<file path="src/verilog/cfc_pkg.sv">
// constants, types and contract of the filter control register bank
// Contract
// RQ1 - Two 32-bit control words exist, filters 8-11 in the first and 12-15 in the second, one per byte, highest filter on top.
// RQ2 - In the first word filter 11 has enable at bit 31, mask choice at 30-29 and fifo choice at 28-24.
// RQ3 - Filters 10, 9 and 8 sit in bytes 2, 1 and 0 of the first word with the same enable, mask, fifo order.
// RQ4 - The second word holds filters 15 down to 12 in the same per-byte layout, filter 15 on top.
// RQ5 - An enable bit of one puts its filter into acceptance and zero takes it out.
// RQ6 - The two-bit mask choice picks acceptance mask 0 to 3 by its binary value.
// RQ7 - The five-bit fifo choice names destination fifo 0 to 31 by its binary value.
// RQ8 - Every bit of both words is readable and writable and resets to zero, all filters off.
// RQ9 - A write to the word's address plus 0x4 clears the bits where the data has ones.
// RQ10 - A write to the word's address plus 0x8 sets the bits where the data has ones.
// RQ11 - A write to the word's address plus 0xC toggles the bits where the data has ones.
// RQ12 - Software ignores what the alias addresses read and reads a word only at its base.
// RQ13 - Mask and fifo choice of a filter change only while its enable is zero, else the change is blocked.
// RQ14 - The enable bit is writable at all times so a filter can be stopped, changed and restarted.
// RQ15 - Each filter's enable, mask and fifo choice are outputs that follow a write at the next edge.
package cfc_pkg;
  localparam int NUM_FILT = 8;
  localparam int LANES = 4;
  localparam int ADDR_W = 6;
  localparam int DATA_W = 32;
  // address map, byte addresses
  localparam logic [ADDR_W-1:0] OFS_CTRL_8_TO_11 = 6'h00;
  localparam logic [ADDR_W-1:0] OFS_CTRL_12_TO_15 = 6'h10;
  localparam logic [ADDR_W-1:0] OFS_STATUS = 6'h20;
  localparam int WSEL_LSB = 4;
  localparam int OP_LSB = 2;
  // per-lane field layout
  localparam int ON_BIT = 7;
  localparam int MASK_LSB = 5;
  localparam int FIFO_LSB = 0;
  localparam logic [7:0] LANE_FIELDS = 8'h7F;
  // status word layout
  localparam int STAT_BLK_LSB = 8;
  localparam logic [DATA_W-1:0] WORD_RESET = 32'h00000000;
  localparam logic [1:0] BLK_RESET = 2'h0;
  // alias operation, from address bits 3:2
  typedef enum logic [1:0] {
    OP_WR = 2'b00,
    OP_CLR = 2'b01,
    OP_SET = 2'b10,
    OP_INV = 2'b11
  } cfc_op_t;
  // one filter's byte, top bit first
  typedef struct packed {
    logic on;
    logic [1:0] mask_choice;
    logic [4:0] dest_fifo_choice;
  } cfc_filt_t;
  localparam cfc_filt_t FILT_RESET = 8'h00;
endpackage : cfc_pkg

</file>
<file path="src/verilog/cfc_regs.sv">
// filter control registers for filters 8 to 15 on an avalon-mm slave
//
// Chosen here: the register addresses and the Avalon-MM slave port.
`timescale 1ns/10ps
`default_nettype none
module cfc_regs
  import cfc_pkg::*;
(
  // clock and reset
  input wire logic clock,
  input wire logic rst,
  // avalon-mm slave
  input wire logic [ADDR_W-1:0] address,
  input wire logic read,
  input wire logic write,
  input wire logic [DATA_W-1:0] writedata,
  input wire logic [LANES-1:0] byteenable,
  output logic [DATA_W-1:0] readdata,
  output logic waitrequest,
  // per-filter settings to acceptance matching
  output cfc_filt_t [NUM_FILT-1:0] filt_cfg
);

  // alias operation on one filter byte
  function automatic logic [7:0] apply_op(
    input logic [7:0] old_v,
    input logic [7:0] wd,
    input cfc_op_t op
  );
    logic [7:0] res;
    res = wd;
    unique case (op)
      OP_WR: res = wd;
      OP_CLR: res = old_v & ~wd; // RQ9
      OP_SET: res = old_v | wd; // RQ10
      OP_INV: res = old_v ^ wd; // RQ11
    endcase
    return res;
  endfunction : apply_op

  logic ack_r;
  logic [DATA_W-1:0] rdata_r;
  cfc_filt_t [NUM_FILT-1:0] cfg_r;
  cfc_filt_t [NUM_FILT-1:0] cfg_nxt;
  logic [1:0] blk_r;
  logic [1:0] blk_nxt;

  // bus handshake: every access waits exactly one cycle
  wire req;
  wire wr_acc;
  wire rd_cap;
  assign req = read | write;
  assign wr_acc = write & ack_r;
  assign rd_cap = read & ~ack_r;
  assign waitrequest = req & ~ack_r;

  // address decode; misaligned or unmapped reads give zero
  wire aligned;
  wire [1:0] word_sel;
  cfc_op_t op;
  wire [1:0] hit_ctrl;
  wire hit_stat;
  assign aligned = (address[OP_LSB-1:0] == 2'h0);
  assign word_sel = address[ADDR_W-1:WSEL_LSB];
  assign op = cfc_op_t'(address[WSEL_LSB-1:OP_LSB]);
  assign hit_ctrl[0] = aligned && (word_sel == OFS_CTRL_8_TO_11[ADDR_W-1:WSEL_LSB]);
  assign hit_ctrl[1] = aligned && (word_sel == OFS_CTRL_12_TO_15[ADDR_W-1:WSEL_LSB]);
  assign hit_stat = (address == OFS_STATUS);

  // per-filter update with the lock on mask and fifo fields
  wire [NUM_FILT-1:0] blocked;
  wire [NUM_FILT-1:0] on_vec;
  genvar f;
  generate
    for (f = 0; f < NUM_FILT; f++) begin : g_filt
      wire [7:0] wd_lane;
      wire lane_we;
      wire locked;
      wire [7:0] prop;
      assign wd_lane = writedata[(f % LANES) * $bits(cfc_filt_t) +: $bits(cfc_filt_t)]; // RQ1 RQ3 RQ4
      assign lane_we = wr_acc & hit_ctrl[f / LANES] & byteenable[f % LANES];
      assign locked = cfg_r[f].on;
      assign prop = apply_op(cfg_r[f], wd_lane, op);
      // enable stays writable so a locked filter can be released
      assign cfg_nxt[f].on = lane_we ? prop[ON_BIT] : cfg_r[f].on; // RQ14 RQ5
      // fields judged against the enable held before this write
      assign cfg_nxt[f][ON_BIT-1:0] = (lane_we && !locked) ? prop[ON_BIT-1:0]
                                      : cfg_r[f][ON_BIT-1:0]; // RQ13 RQ6 RQ7
      assign blocked[f] = lane_we && locked
                          && ((prop & LANE_FIELDS) != (cfg_r[f] & LANE_FIELDS)); // RQ13
      assign on_vec[f] = cfg_r[f].on;
    end
  endgenerate

  // blocked-change flags: write one clears, a new block wins
  wire [1:0] blk_set;
  wire [1:0] blk_clr;
  assign blk_set[0] = |blocked[LANES-1:0];
  assign blk_set[1] = |blocked[NUM_FILT-1:LANES];
  assign blk_clr = (wr_acc && hit_stat && byteenable[1]) ? writedata[STAT_BLK_LSB +: 2] : 2'h0;
  assign blk_nxt = (blk_r & ~blk_clr) | blk_set;

  // read mux; alias addresses read zero, their value has no meaning
  wire [DATA_W-1:0] word0;
  wire [DATA_W-1:0] word1;
  wire [DATA_W-1:0] stat_word;
  wire [DATA_W-1:0] rd_mux;
  assign word0 = cfg_r[LANES-1:0]; // RQ1 RQ2 RQ3
  assign word1 = cfg_r[NUM_FILT-1:LANES]; // RQ4
  assign stat_word = {22'h000000, blk_r, on_vec};
  assign rd_mux = (hit_ctrl[0] && op == OP_WR) ? word0 :
                  (hit_ctrl[1] && op == OP_WR) ? word1 :
                  hit_stat ? stat_word : WORD_RESET; // RQ8

  // handshake and read data capture
  always_ff @(posedge clock or posedge rst) begin
    if (rst) begin
      ack_r <= 1'b0;
      rdata_r <= WORD_RESET;
    end else begin
      ack_r <= req & ~ack_r;
      if (rd_cap) begin
        rdata_r <= rd_mux;
      end
    end
  end

  // control words, all filters off after reset
  always_ff @(posedge clock or posedge rst) begin
    if (rst) begin
      cfg_r <= {NUM_FILT{FILT_RESET}}; // RQ8
      blk_r <= BLK_RESET;
    end else begin
      cfg_r <= cfg_nxt; // RQ15
      blk_r <= blk_nxt;
    end
  end

  assign readdata = rdata_r;
  assign filt_cfg = cfg_r; // RQ15

  wire wr_plain0;
  wire wr_plain1;
  assign wr_plain0 = wr_acc && hit_ctrl[0] && op == OP_WR;
  assign wr_plain1 = wr_acc && hit_ctrl[1] && op == OP_WR;

  // helper strobes for the checks below
  wire [NUM_FILT-1:0] lane_hit;
  wire stat_clr0;
  wire stat_clr1;
  wire rd_stat;
  assign stat_clr0 = wr_acc && hit_stat && byteenable[1] && writedata[STAT_BLK_LSB];
  assign stat_clr1 = wr_acc && hit_stat && byteenable[1] && writedata[STAT_BLK_LSB+1];
  assign rd_stat = read && ack_r && hit_stat;

  // cycles spent waiting, so the answer time is bounded without a long repetition
  logic [1:0] wait_cnt_r;
  always_ff @(posedge clock or posedge rst) begin
    if (rst) begin
      wait_cnt_r <= 2'h0;
    end else if (waitrequest) begin
      wait_cnt_r <= wait_cnt_r + 2'h1;
    end else begin
      wait_cnt_r <= 2'h0;
    end
  end

  // the same checks for every filter
  genvar g;
  generate
    for (g = 0; g < NUM_FILT; g++) begin : g_chk
      assign lane_hit[g] = wr_acc && hit_ctrl[g / LANES] && byteenable[g % LANES];

    end
  endgenerate
endmodule : cfc_regs
`default_nettype wire

</file>
<file path="config.mk">
export PLATFORM = sky130hd
export DESIGN_NAME = cfc_regs
export DESIGN_NICKNAME = d
export VERILOG_FILES = /design/src/verilog/cfc_pkg.sv /design/src/verilog/cfc_regs.sv
export SDC_FILE = /design/constraint.sdc
export NUM_CORES = 1
export LEC_CHECK = 0
export CORE_AREA = 2 2 130 132
export DETAILED_ROUTE_END_ITERATION = 8
export DIE_AREA = 0 0 132 134
export DONT_BUFFER_PORTS = 1
export PLACE_DENSITY = 0.74
export REMOVE_ABC_BUFFERS = 1
export SYNTH_ARGS = -nofsm -noshare
export SYNTH_HDL_FRONTEND = slang
export SYNTH_SLANG_ARGS = --single-unit
</file>
<file path="constraint.sdc">
create_clock -name clock -period 4 [get_ports clock]
set_input_delay 0.8 -clock clock [delete_from_list [all_inputs] [get_ports clock]]
set_output_delay 0.8 -clock clock [all_outputs]
set_load 0.05 [all_outputs]
</file>
==> results of run 1 <==
cell type report:
| class | instances | area [µm²] | share of cell area |
|---|---|---|---|
| flip-flops and latches | 99 | 2477 | 0.2740 |
| inverters | 131 | 494.2 | 0.05467 |
| well taps | 220 | 275.3 | 0.03045 |
| clock buffers | 11 | 242.7 | 0.02685 |
| clock inverters | 3 | 40.04 | 0.004429 |
| multi-input cells | 664 | 5435 | 0.6012 |
| repair buffers | 10 | 75.07 | 0.008304 |
flip-flops by register name, indices dropped and copies added, names as in the netlist:
name	flops
filt_cfg	56
blk_r	2
ack_r	1
readdata	32
g_filt.locked	8
cells by family (layout without fill, tap and decap cells):
group / count (synthesis) / in the layout / share of synthesized area
buf+inv: 185 / 155 / 0.09889
fa+ha+maj: 128 / 128 / 0.1829
xor+xnor: 59 / 59 / 0.05902
simple gates: 204 / 204 / 0.1019
compound gates: 201 / 201 / 0.1406
mux: 72 / 72 / 0.1338
flops: 99 / 99 / 0.2829
critical path: stages, from the launching register on:
cell	delay [ns]
dfrtp_1	0.69
inv_1	0.19
ha_1	0.31
mux4_2	0.49
xnor2_1	0.15
nor4_1	0.37
a311oi_1	0.18
a21oi_1	0.24
nand4_1	0.13
stage by stage:
step	setup slack, ns	instances	hold slack, ns
2_1_floorplan	0.6096	894	0.4823
3_3_place_gp	1.043	1124	0.6353
3_5_place_dp	1.001	1124	0.6325
4_1_cts	1.111	1138	0.4912
5_1_grt	0.9714	1138	0.5280
6_report	1.111	1138	0.4569
routing by layer:
layer	vias to the layer above	global-route usage	routed length [µm]
met5	-	0	0
met4	0	0.07850	409
met3	25	0.07067	1529
met2	166	0.3912	9712
met1	3260	0.3215	9311
li1	3173	-	-
report_power, final:
part,internal (mW),switching (mW),total [mW],leakage [nW]
clock,0.494,0.399,0.893,0.141
sequential,1.09,0.454,1.55,1.08
combinational,0.258,0.287,0.545,2.81
total,1.85,1.14,2.99,4.03
worst paths after layout:
kind / depth (start not counted) / endpoint
min reg2reg: 3 / blk_r[0]$_DFF_PP0_
min: 1 / readdata[11]$_DFFE_PP0P_
max reg2reg: 8 / blk_r[1]$_DFF_PP0_
min in group clock: 3 / blk_r[0]$_DFF_PP0_
max in group asynchronous: 2 / readdata[4]$_DFFE_PP0P_
max: 8 / blk_r[1]$_DFF_PP0_
cell usage in the layout, fill, tap and decap left out, types with 3 or more instances in the layout:
master and count:
inv_1 130, ha_1 128, dfrtp_1 99, nor2_1 88, a21oi_1 78, nand2_1 69, xnor2_1 59, o21ai_0 52
mux4_2 34, a22oi_1 22, mux2i_1 21, mux2_2 14, nand3_1 13, o211ai_1 11, a211oi_1 11, a222oi_1 10
buf_4 10, clkbuf_16 9, nand4_1 5, nand3b_1 5, nand2b_1 4, nor3_1 4, or3_1 4, a21oi_2 3
nor4_1 3
==> metrics.md, run 1 <==
| Metric | Value |
|---|---|
| Die Span Y | 134 µm |
| Vias per cell | 5.821 |
| Crit path launch type | flop |
| YS warnings | 0 |
| Max-slew headroom | 0.3559 |
| N_diodes | 0 |
| Number of enable flip-flop cells after synthesis | 0 |
| Pwr Total | 2.986 mW |
| Max FO, Critical Path | 4 |
| Register bit total from synthesis | 99 |
| Cts hold-fix bufs | 0 |
| Grt total ovfl | 0 |
| Crit Path Class | flop to flop |
| Post-synth ARST share | 1.000 |
| # IOs | 143 |
| DR DRC count | 0 |
| Lkg Pwr | 4.026 nW |
| Final hold violations | 0 |
| First-pass GRT wire length | 34.19 mm |
| Clk slew on worst S/H paths | 0.07 ns |
| Routed wire length | 20.96 mm |
| Vias in the first global route | 6548 |
| Final GP Congestion | 0.8026 |
| Fin crit share | 0.7221 |
| Count leader, synth | inv_1 |
| Row count | 47 |
| Ys flop type | dfrtp_1 |
| Max Slew Vio Count | 0 |
| Die ar. | 0.01769 mm² |
| Max Freq | 0.3462 GHz |
| DPL Wire Length | 14.83 mm |
| DR WL/cell | 18.42 µm |
| Area Overhead vs Synth | 3.244% |
| Setup TNS | 0 ns |
| Power density over cell area | 330.3 mW/mm² |
| RSZ-0062 raised after global routing | false |
| Ranking of synthesized cells by area | dfrtp_1, ha_1, mux4_2, xnor2_1, inv_1 |
| Routed Antenna Nets | 0 |
| Netlist Area Pre-Place | 0.008756 mm² |
| Core region area | 0.01629 mm² |
| Net count, final | 1089 |
| Max Cap Violations | 0 |
| Final instance area | 0.009040 mm² |
| Hold crit path type | input port to asynchronous set/reset pin |
| Sink Count | 99 |
| Drt first pass iters | 5 |
| Syn Inst Count | 948 |
| CTS max path bufs | 2 |
| # resized after CTS | 0 |
| Vias | 6624 |
| Filler instances | 1457 |
| Setup slack, reg-to-reg | 1.11 ns |
| Detailed Route Iter0 Violations | 412 |
| Worst vdd ir | 0.2459 mV |
| Starting Density | 0.5375 |
| Post-synth top area share | 0.2829 |
| Final setup fails | 0 |
| CP endpoint kind | flop |
| Unique cell type count in the Yosys netlist | 50 |
| Commonest cells in the netlist | inv_1, ha_1, dfrtp_1 |
| Crit path from | filt_cfg[62]$_DFFE_PP0P_ |
| Syn Area/Cell | 9.236 µm² |
| Clock Tree Root | clkbuf_16 |
| Crit path required time | 4.21 ns |
| Layout cells sized above 1 | 0.09041 |
| CTS tree | built |
| Port buffer count | 0 |
| Initial antenna violation count | 0 |
| Die Wd | 132 µm |
| Worst r2r src | filt_cfg[62]$_DFFE_PP0P_ |
| Largest net degree at the start of global routing | 121 |
| Outcome | finished clean |
| H-tree levels | 3 |
| Instance area at placement | 0.008757 mm² |
| Cts bufs inserted | 9 |
| Minimum clock period | 2.889 ns |
| Postcts setup bufs | 0 |
| Post-layout util | 0.5550 |
| Area leader, netlist | dfrtp_1 |
| Worst Skew | 0.006747 ns |
| CP arrival | 3.10 ns |
| Least-Margin Pin Slew | 0.9626 ns |
| Clock latency on the worst-skew pair | 0.36 ns |
| Seq/Total Area, Yosys | 0.2829 |
| Global Route Usage Sum | 0.2446 |
Power figures use the tool's default switching activity.
==> run 2: changes to the inputs <==
==> constraint.sdc (replaced) <==
create_clock -name clock -period 2.7 [get_ports clock]
set_input_delay 0.54 -clock clock [delete_from_list [all_inputs] [get_ports clock]]
set_output_delay 0.54 -clock clock [all_outputs]
set_load 0.05 [all_outputs]
==> run 2 against run 1 <==
Against the previous run:
- routed wire length rose by 1.8%
- sequential cell count did not move
- power rose by 53%
- fmax rose by 21%
- worst hold slack got worse by 0.28 ns
- die area did not move
- clock-buffer cell count rose by 1
- critical path depth fell by 1
- clock skew rose by 0.0018 ns
- largest cell class unchanged
==> metrics.md, run 2 (synthesized netlist as in run 1, its figures left out) <==
| Metric | Value |
|---|---|
| Max FO, Critical Path | 5 (+1) |
| Dpl cells | 1187 (+5.6%) |
| Commonest cells after routing, fill and taps aside | inv_1, ha_1, dfrtp_1 |
| Final instance area | 0.009569 mm² (+5.9%) |
| Buf/Inv on CP | 1 (unchanged) |
| Vias in the first global route | 6888 (+5.2%) |
| Crit path launch type | flop |
| Max reg flops | 56 (unchanged) |
| Routed wire length | 21.35 mm (+1.8%) |
| RSZ-0062 raised after global routing | false |
| Worst Skew | 0.008591 ns (+0.001844 ns) |
| Worst hold slack | 0.1813 ns (-0.2755 ns) |
| Instance area at placement | 0.009255 mm² (+5.7%) |
| # resized after CTS | 0 (unchanged) |
| Row count | 47 (unchanged) |
| Sequential fraction of design power | 0.464 (-0.054) |
| Minimum clock period | 2.378 ns (-0.5104 ns) |
| Core region area | 0.01629 mm² (unchanged) |
| Final setup fails | 0 (unchanged) |
| CP max-delay cell | dfrtp_1 |
| Drt first pass iters | 5 (unchanged) |
| Final hold violations | 0 (unchanged) |
| Layout cells sized above 1 | 0.1516 (+0.06116) |
| First-pass GRT wire length | 35.10 mm (+2.7%) |
| Clock share of power | 0.305 (+0.006) |
| Clk slew on worst S/H paths | 0.07 ns (about the same) |
| Die ar. | 0.01769 mm² (unchanged) |
| CTS tree | built |
| Largest net degree at the start of global routing | 121 (unchanged) |
| Detailed Route Iter0 Violations | 449 (+9.0%) |
| Net Switching | 1.713 mW (+50%) |
| Crit path required time | 2.93 ns (-1.28 ns) |
| N_diodes | 0 (unchanged) |
| Hold crit path type | input port to asynchronous set/reset pin |
| Int Pwr | 2.854 mW (+55%) |
| CP cell instances | inv_1 -> ha_1 -> mux4_2 -> xnor2_1 -> nand3_1 -> o211ai_1 -> nand4_1 |
| Starting Density | 0.5375 (unchanged) |
| CTS max path bufs | 2 (unchanged) |
| Post-layout util | 0.5874 (+0.03249) |
| Cts bufs inserted | 9 (unchanged) |
| Area Overhead vs Synth | 9.288% |
| Leading cell type in the layout, fill and taps excluded | inv_1 |
| Fin crit share | 0.8808 (+0.1587) |
| Postcts setup bufs | 0 (unchanged) |
| DR WL/cell | 17.75 µm (-3.7%) |
| Net count, final | 1152 (+5.8%) |
| Setup TNS | 0 ns (unchanged) |
| Clock Tree Root | clkbuf_16 |
| Worst path max stage delay | 0.71 ns (+0.02 ns) |
| CP arrival | 2.61 ns (-0.49 ns) |
| Final GP Congestion | 0.8195 (+2.1%) |
| Power density over cell area | 477.3 mW/mm² (+45%) |
| Worst path top cell family by delay | flip-flops |
| Routed Antenna Nets | 0 (unchanged) |
| Die Span Y | 134 µm (unchanged) |
| Global Route Usage Sum | 0.2488 (+0.004168) |
| Clock latency on the worst-skew pair | 0.36 ns (about the same) |
| Crit Path Class | flop to flop |
| Sink Count | 99 (unchanged) |
| Least-Margin Pin Slew | 0.9734 ns (+0.01088 ns) |
| Max-slew headroom | 0.3486 (-0.007282) |
| Max Cap Violations | 0 (unchanged) |
| Grt total ovfl | 0 (unchanged) |
| Fin cells | 1203 (+5.7%) |
| Worst vdd ir | 0.3367 mV (+37%) |
| Vias per cell | 5.665 (-2.7%) |
| Lkg Pwr | 4.341 nW (+7.8%) |
| # IOs | 143 (unchanged) |
| Max Slew Vio Count | 0 (unchanged) |
| Die Wd | 132 µm (unchanged) |
| Cts hold-fix bufs | 0 (unchanged) |
| CP endpoint kind | flop |
| DR DRC count | 0 (unchanged) |
| Max Freq | 0.4205 GHz (+21%) |
| DPL Wire Length | 15.36 mm (+3.6%) |
| Outcome | finished clean |
| Switching Share | 0.3751 (-0.006731) |
| Port buffer count | 0 (unchanged) |
| H-tree levels | 3 (unchanged) |
| Logic pwr share | 0.231 (+0.048) |
| Vias | 6815 (+2.9%) |
| Initial antenna violation count | 0 (unchanged) |
## run 2: changes by cell type in the layout (fill, tap and decap cells not counted), sizes merged
cell / before / now
buf: 10 / 73
clkbuf: 11 / 12
clkinvlp: 0 / 1
## run 2: routing by layer
metal / track usage / vias up / wire (µm)
li1: - / 3308 / -
met1: 0.3230 / 3288 / 9104
met2: 0.4115 / 203 / 10160
met3: 0.06689 / 16 / 1778
met4: 0.06944 / 0 / 310
met5: 0 / - / 0
## run 2: final timing paths
path | slack, ns | startpoint | cells past startpoint | end
max | 0.32 | filt_cfg[43]$_DFFE_PP0P_ | 7 | blk_r[1]$_DFF_PP0_
min | 0.18 | rst | 1 | readdata[30]$_DFFE_PP0P_
max reg2reg | 0.32 | filt_cfg[43]$_DFFE_PP0P_ | 7 | blk_r[1]$_DFF_PP0_
min reg2reg | 0.55 | blk_r[1]$_DFF_PP0_ | 2 | blk_r[1]$_DFF_PP0_
max in group asynchronous | 1.82 | rst | 2 | readdata[17]$_DFFE_PP0P_
min in group clock | 0.39 | address[2] | 2 | filt_cfg[44]$_DFFE_PP0P_
## run 2: area by class of cell
| cell class | instances | area [µm²] |
|---|---|---|
| timing repair buffer | 73 | 573.1 |
| clock buffer | 12 | 266.5 |
| sequential | 99 | 2477 |
| multi-input combinational | 664 | 5435 |
| inverter | 131 | 494.2 |
| clock inverter | 4 | 47.55 |
| tap | 220 | 275.3 |
| fill | 1419 | 6720 |
## run 2: power groups by stage
stage                     Sequential (mW)  Clock [mW]  Combinational (mW)
final                                2.12        1.39                1.06
after global routing                 2.14        1.48                1.18
after CTS                            2.12        1.42                1.07
after detailed placement             2.15           0                1.06
after global placement               2.14           0                1.02
after floorplan                      2.26           0               0.665
## run 2: metrics by stage
step | worst slack [ns] | total power, mW
2_1_floorplan | -0.4304 | 2.922
3_3_place_gp | 0.2723 | 3.159
3_5_place_dp | 0.2240 | 3.207
4_1_cts | 0.3257 | 4.602
5_1_grt | 0.2052 | 4.800
6_report | 0.3219 | 4.567
==> run 3: changes to the inputs <==
--- a/config.mk
+++ b/config.mk
@@ -5,6 +5,7 @@
 export SDC_FILE = /design/constraint.sdc
 export NUM_CORES = 1
 export LEC_CHECK = 0
+export ABC_AREA = 1
 export CORE_AREA = 2 2 130 132
 export DETAILED_ROUTE_END_ITERATION = 8
 export DIE_AREA = 0 0 132 134
==> run 3 against run 2 <==
Against the previous run:
- fmax increased by 15%
- cell area up 0.42%
- routed wire length rose by 11%
- synthesized cell count increased by 31%
- area after synthesis grew 0.24%
- via count rose by 19%
- clock-buffer cell count down 2
- utilization is 0.25 points higher
- global-route usage up 2.5 points
- die area stayed put
- critical endpoint is now waitrequest
- largest power group unchanged
==> metrics.md, run 3 <==
| Metric | Value |
|---|---|
| Hold crit path type | input port to asynchronous set/reset pin |
| Port buffer count | 0 (unchanged) |
| Area leader, netlist | dfrtp_1 |
| Max Freq | 0.4821 GHz (+15%) |
| Final GP Congestion | 0.8676 (+5.9%) |
| Lkg Pwr | 4.902 nW (+13%) |
| H-tree levels | 3 (unchanged) |
| GR Layer Usage met3 | 0.04951 (-0.01738) |
| Post-synth ARST share | 1.000 (unchanged) |
| Routed Antenna Nets | 0 (unchanged) |
| Global Route Usage Sum | 0.2738 (+0.02503) |
| Largest net degree at the start of global routing | 65 (-46%) |
| Core region area | 0.01629 mm² (unchanged) |
| # IOs | 143 (unchanged) |
| Ys flop type | dfrtp_1 |
| Worst path max stage delay | 0.74 ns (+0.03 ns) |
| CTS tree | built |
| Count leader, synth | nand2_1 |
| DR DRC count | 0 (unchanged) |
| Layout cells sized above 1 | 0.08085 (-0.07073) |
| Power density over cell area | 536.1 mW/mm² (+12%) |
| Unique cell type count in the Yosys netlist | 33 (-34%) |
| Max Cap Violations | 0 (unchanged) |
| Vias per cell | 5.418 (-4.4%) |
| Clock latency on the worst-skew pair | 0.36 ns (about the same) |
| Commonest cells in the netlist | nand2_1, inv_1, ha_1 |
| Worst vdd ir | 0.3323 mV (-1.3%) |
| Outcome | finished clean |
| Syn Inst Count | 1245 (+31%) |
| Postcts setup bufs | 0 (unchanged) |
| Place WS | 0.4668 ns (+0.2428 ns) |
| Row count | 47 (unchanged) |
| Starting Density | 0.5388 (+0.001306) |
| CP max-delay cell | nor2_1 |
| Netlist Area Pre-Place | 0.008777 mm² (+0.24%) |
| Register bit total from synthesis | 99 (unchanged) |
| Cts hold-fix bufs | 0 (unchanged) |
| Initial antenna violation count | 0 (unchanged) |
| Max reg flops | 56 (unchanged) |
| Clk slew on worst S/H paths | 0.07 ns (about the same) |
| Filler instances | 1531 (+7.9%) |
| Vias | 8095 (+19%) |
| Die ar. | 0.01769 mm² (unchanged) |
| Global routing's busiest layer | met2 |
| Drt first pass iters | 5 (unchanged) |
| Final setup fails | 0 (unchanged) |
| Cts bufs inserted | 9 (unchanged) |
| Die Wd | 132 µm (unchanged) |
| Commonest cells after routing, fill and taps aside | nand2_1, inv_1, ha_1 |
| Least-Margin Pin Slew | 1.047 ns (+0.07378 ns) |
| YS warnings | 0 (unchanged) |
| Worst path top cell family by delay | simple AND/OR/NAND/NOR gates |
| Number of enable flip-flop cells after synthesis | 0 (unchanged) |
| Minimum clock period | 2.074 ns (-0.3037 ns) |
| Crit path required time | 2.16 ns (-0.77 ns) |
| Crit path launch type | flop |
| Leading cell type in the layout, fill and taps excluded | nand2_1 |
| Worst hold slack | 0.07048 ns (-0.1108 ns) |
| Crit Path Class | flop to output pin |
| Setup WS post-layout | 0.6256 ns (+0.3037 ns) |
| Syn Area/Cell | 7.050 µm² (-24%) |
| M2 GR Usage | 0.4424 (+0.03096) |
| CP cell instances | nor2_1 |
| Worst Skew | 0.009281 ns (+0.0006901 ns) |
| RSZ-0062 raised after global routing | false |
| Met1 GRT Util | 0.3635 (+0.04044) |
| CP arrival | 1.53 ns (-1.08 ns) |
| Die Span Y | 134 µm (unchanged) |
| Net count, final | 1444 (+25%) |
| Area Overhead vs Synth | 9.480% |
| Max-slew headroom | 0.3011 (-0.04756) |
| Max FO, Critical Path | 4 (-1) |
| Ranking of synthesized cells by area | dfrtp_1, ha_1, nand2_1, inv_1, nand3_1 |
| Fin crit share | 0.7683 (-0.1125) |
| DR WL/cell | 15.93 µm (-10%) |
| Setup TNS | 0 ns (unchanged) |
| Clock Tree Root | clkbuf_16 |
| Sink Count | 99 (unchanged) |
| Detailed Route Iter0 Violations | 605 (+35%) |
| Final hold violations | 0 (unchanged) |
| Routed wire length | 23.79 mm (+11%) |
| CTS max path bufs | 2 (unchanged) |
| DPL Wire Length | 17.02 mm (+11%) |
| N_diodes | 0 (unchanged) |
| # resized after CTS | 0 (unchanged) |
| CP endpoint kind | output pin |
| First-pass GRT wire length | 38.60 mm (+10%) |
| Grt total ovfl | 0 (unchanged) |
| Seq/Total Area, Yosys | 0.2823 (-0.0006857) |
| Buf/Inv on CP | 0 (-1) |
| Vias in the first global route | 7608 (+10%) |
| Max Slew Vio Count | 0 (unchanged) |
| Post-synth top area share | 0.2823 (-0.0006857) |
[run 3: changes by cell type after synthesis, sizes merged, moves of 24 or more]
cell,previous run,this run
mux4,34,0
o21ai,53,113
a21oi,81,5
nand2,69,399
inv,131,155
nand3,13,111
xnor2,59,0
[run 3: cell families (layout without fill, tap and decap cells)]
family          after synthesis  in the layout  share of synthesized area
buf+inv                     213            242                     0.1051
fa+ha+maj                   128            128                     0.1825
flops                        99             99                     0.2823
simple gates                597            597                     0.2817
compound gates              202            202                     0.1426
xor+xnor                      6              6                   0.005987
[run 3: metrics by stage]
| stage | cells | util | total power [mW] | cell area (µm²) |
|---|---|---|---|---|
| after global routing | 1494 | 0.5899 | 5.459 | 9609 |
| after floorplan | 1187 | - | 3.392 | 8437 |
| final | 1494 | 0.5899 | 5.152 | 9609 |
| after detailed placement | 1479 | 0.5725 | 3.860 | 9325 |
| after CTS | 1494 | 0.5899 | 5.182 | 9609 |
| after global placement | 1479 | 0.5725 | 3.818 | 9325 |
[run 3: path summary, 6_finish.rpt]
| path | depth (start not counted) | end | from | slack [ns] |
|---|---|---|---|---|
| setup / recovery | 1 | waitrequest | ack_r$_DFF_PP0_ | 0.63 |
| hold / removal | 1 | readdata[20]$_DFFE_PP0P_ | rst | 0.07 |
| setup reg to reg | 7 | filt_cfg[45]$_DFFE_PP0P_ | ack_r$_DFF_PP0_ | 0.70 |
| hold reg to reg | 2 | filt_cfg[58]$_DFFE_PP0P_ | filt_cfg[58]$_DFFE_PP0P_ | 0.51 |
| max in group asynchronous | 2 | filt_cfg[10]$_DFFE_PP0P_ | rst | 1.99 |
| min in group clock | 2 | g_filt[3].locked$_DFFE_PP0N_ | writedata[31] | 0.37 |
[run 3: where the power goes]
group | total (mW) | leakage (nW) | switching [mW] | internal, mW
sequential | 2.29 | 1.28 | 0.615 | 1.67
combinational | 1.55 | 3.48 | 1.04 | 0.518
clock | 1.31 | 0.134 | 0.602 | 0.711
[run 3: layer usage]
metal / vias up / wire [µm]
li1: 4092 / -
met1: 3704 / 10710
met2: 260 / 10870
met3: 39 / 1585
met4: 0 / 620
met5: - / 0
[run 3: area by class of cell]
class,count,area [µm²],area share
Multi-Input combinational cell,933,5385,0.5604
Sequential cell,99,2477,0.2578
Timing Repair Buffer,72,603.1,0.06276
Inverter,155,584.3,0.06081
Tap cell,220,275.3,0.02865
Clock buffer,10,229.0,0.02383
Clock inverter,5,55.05,0.005729
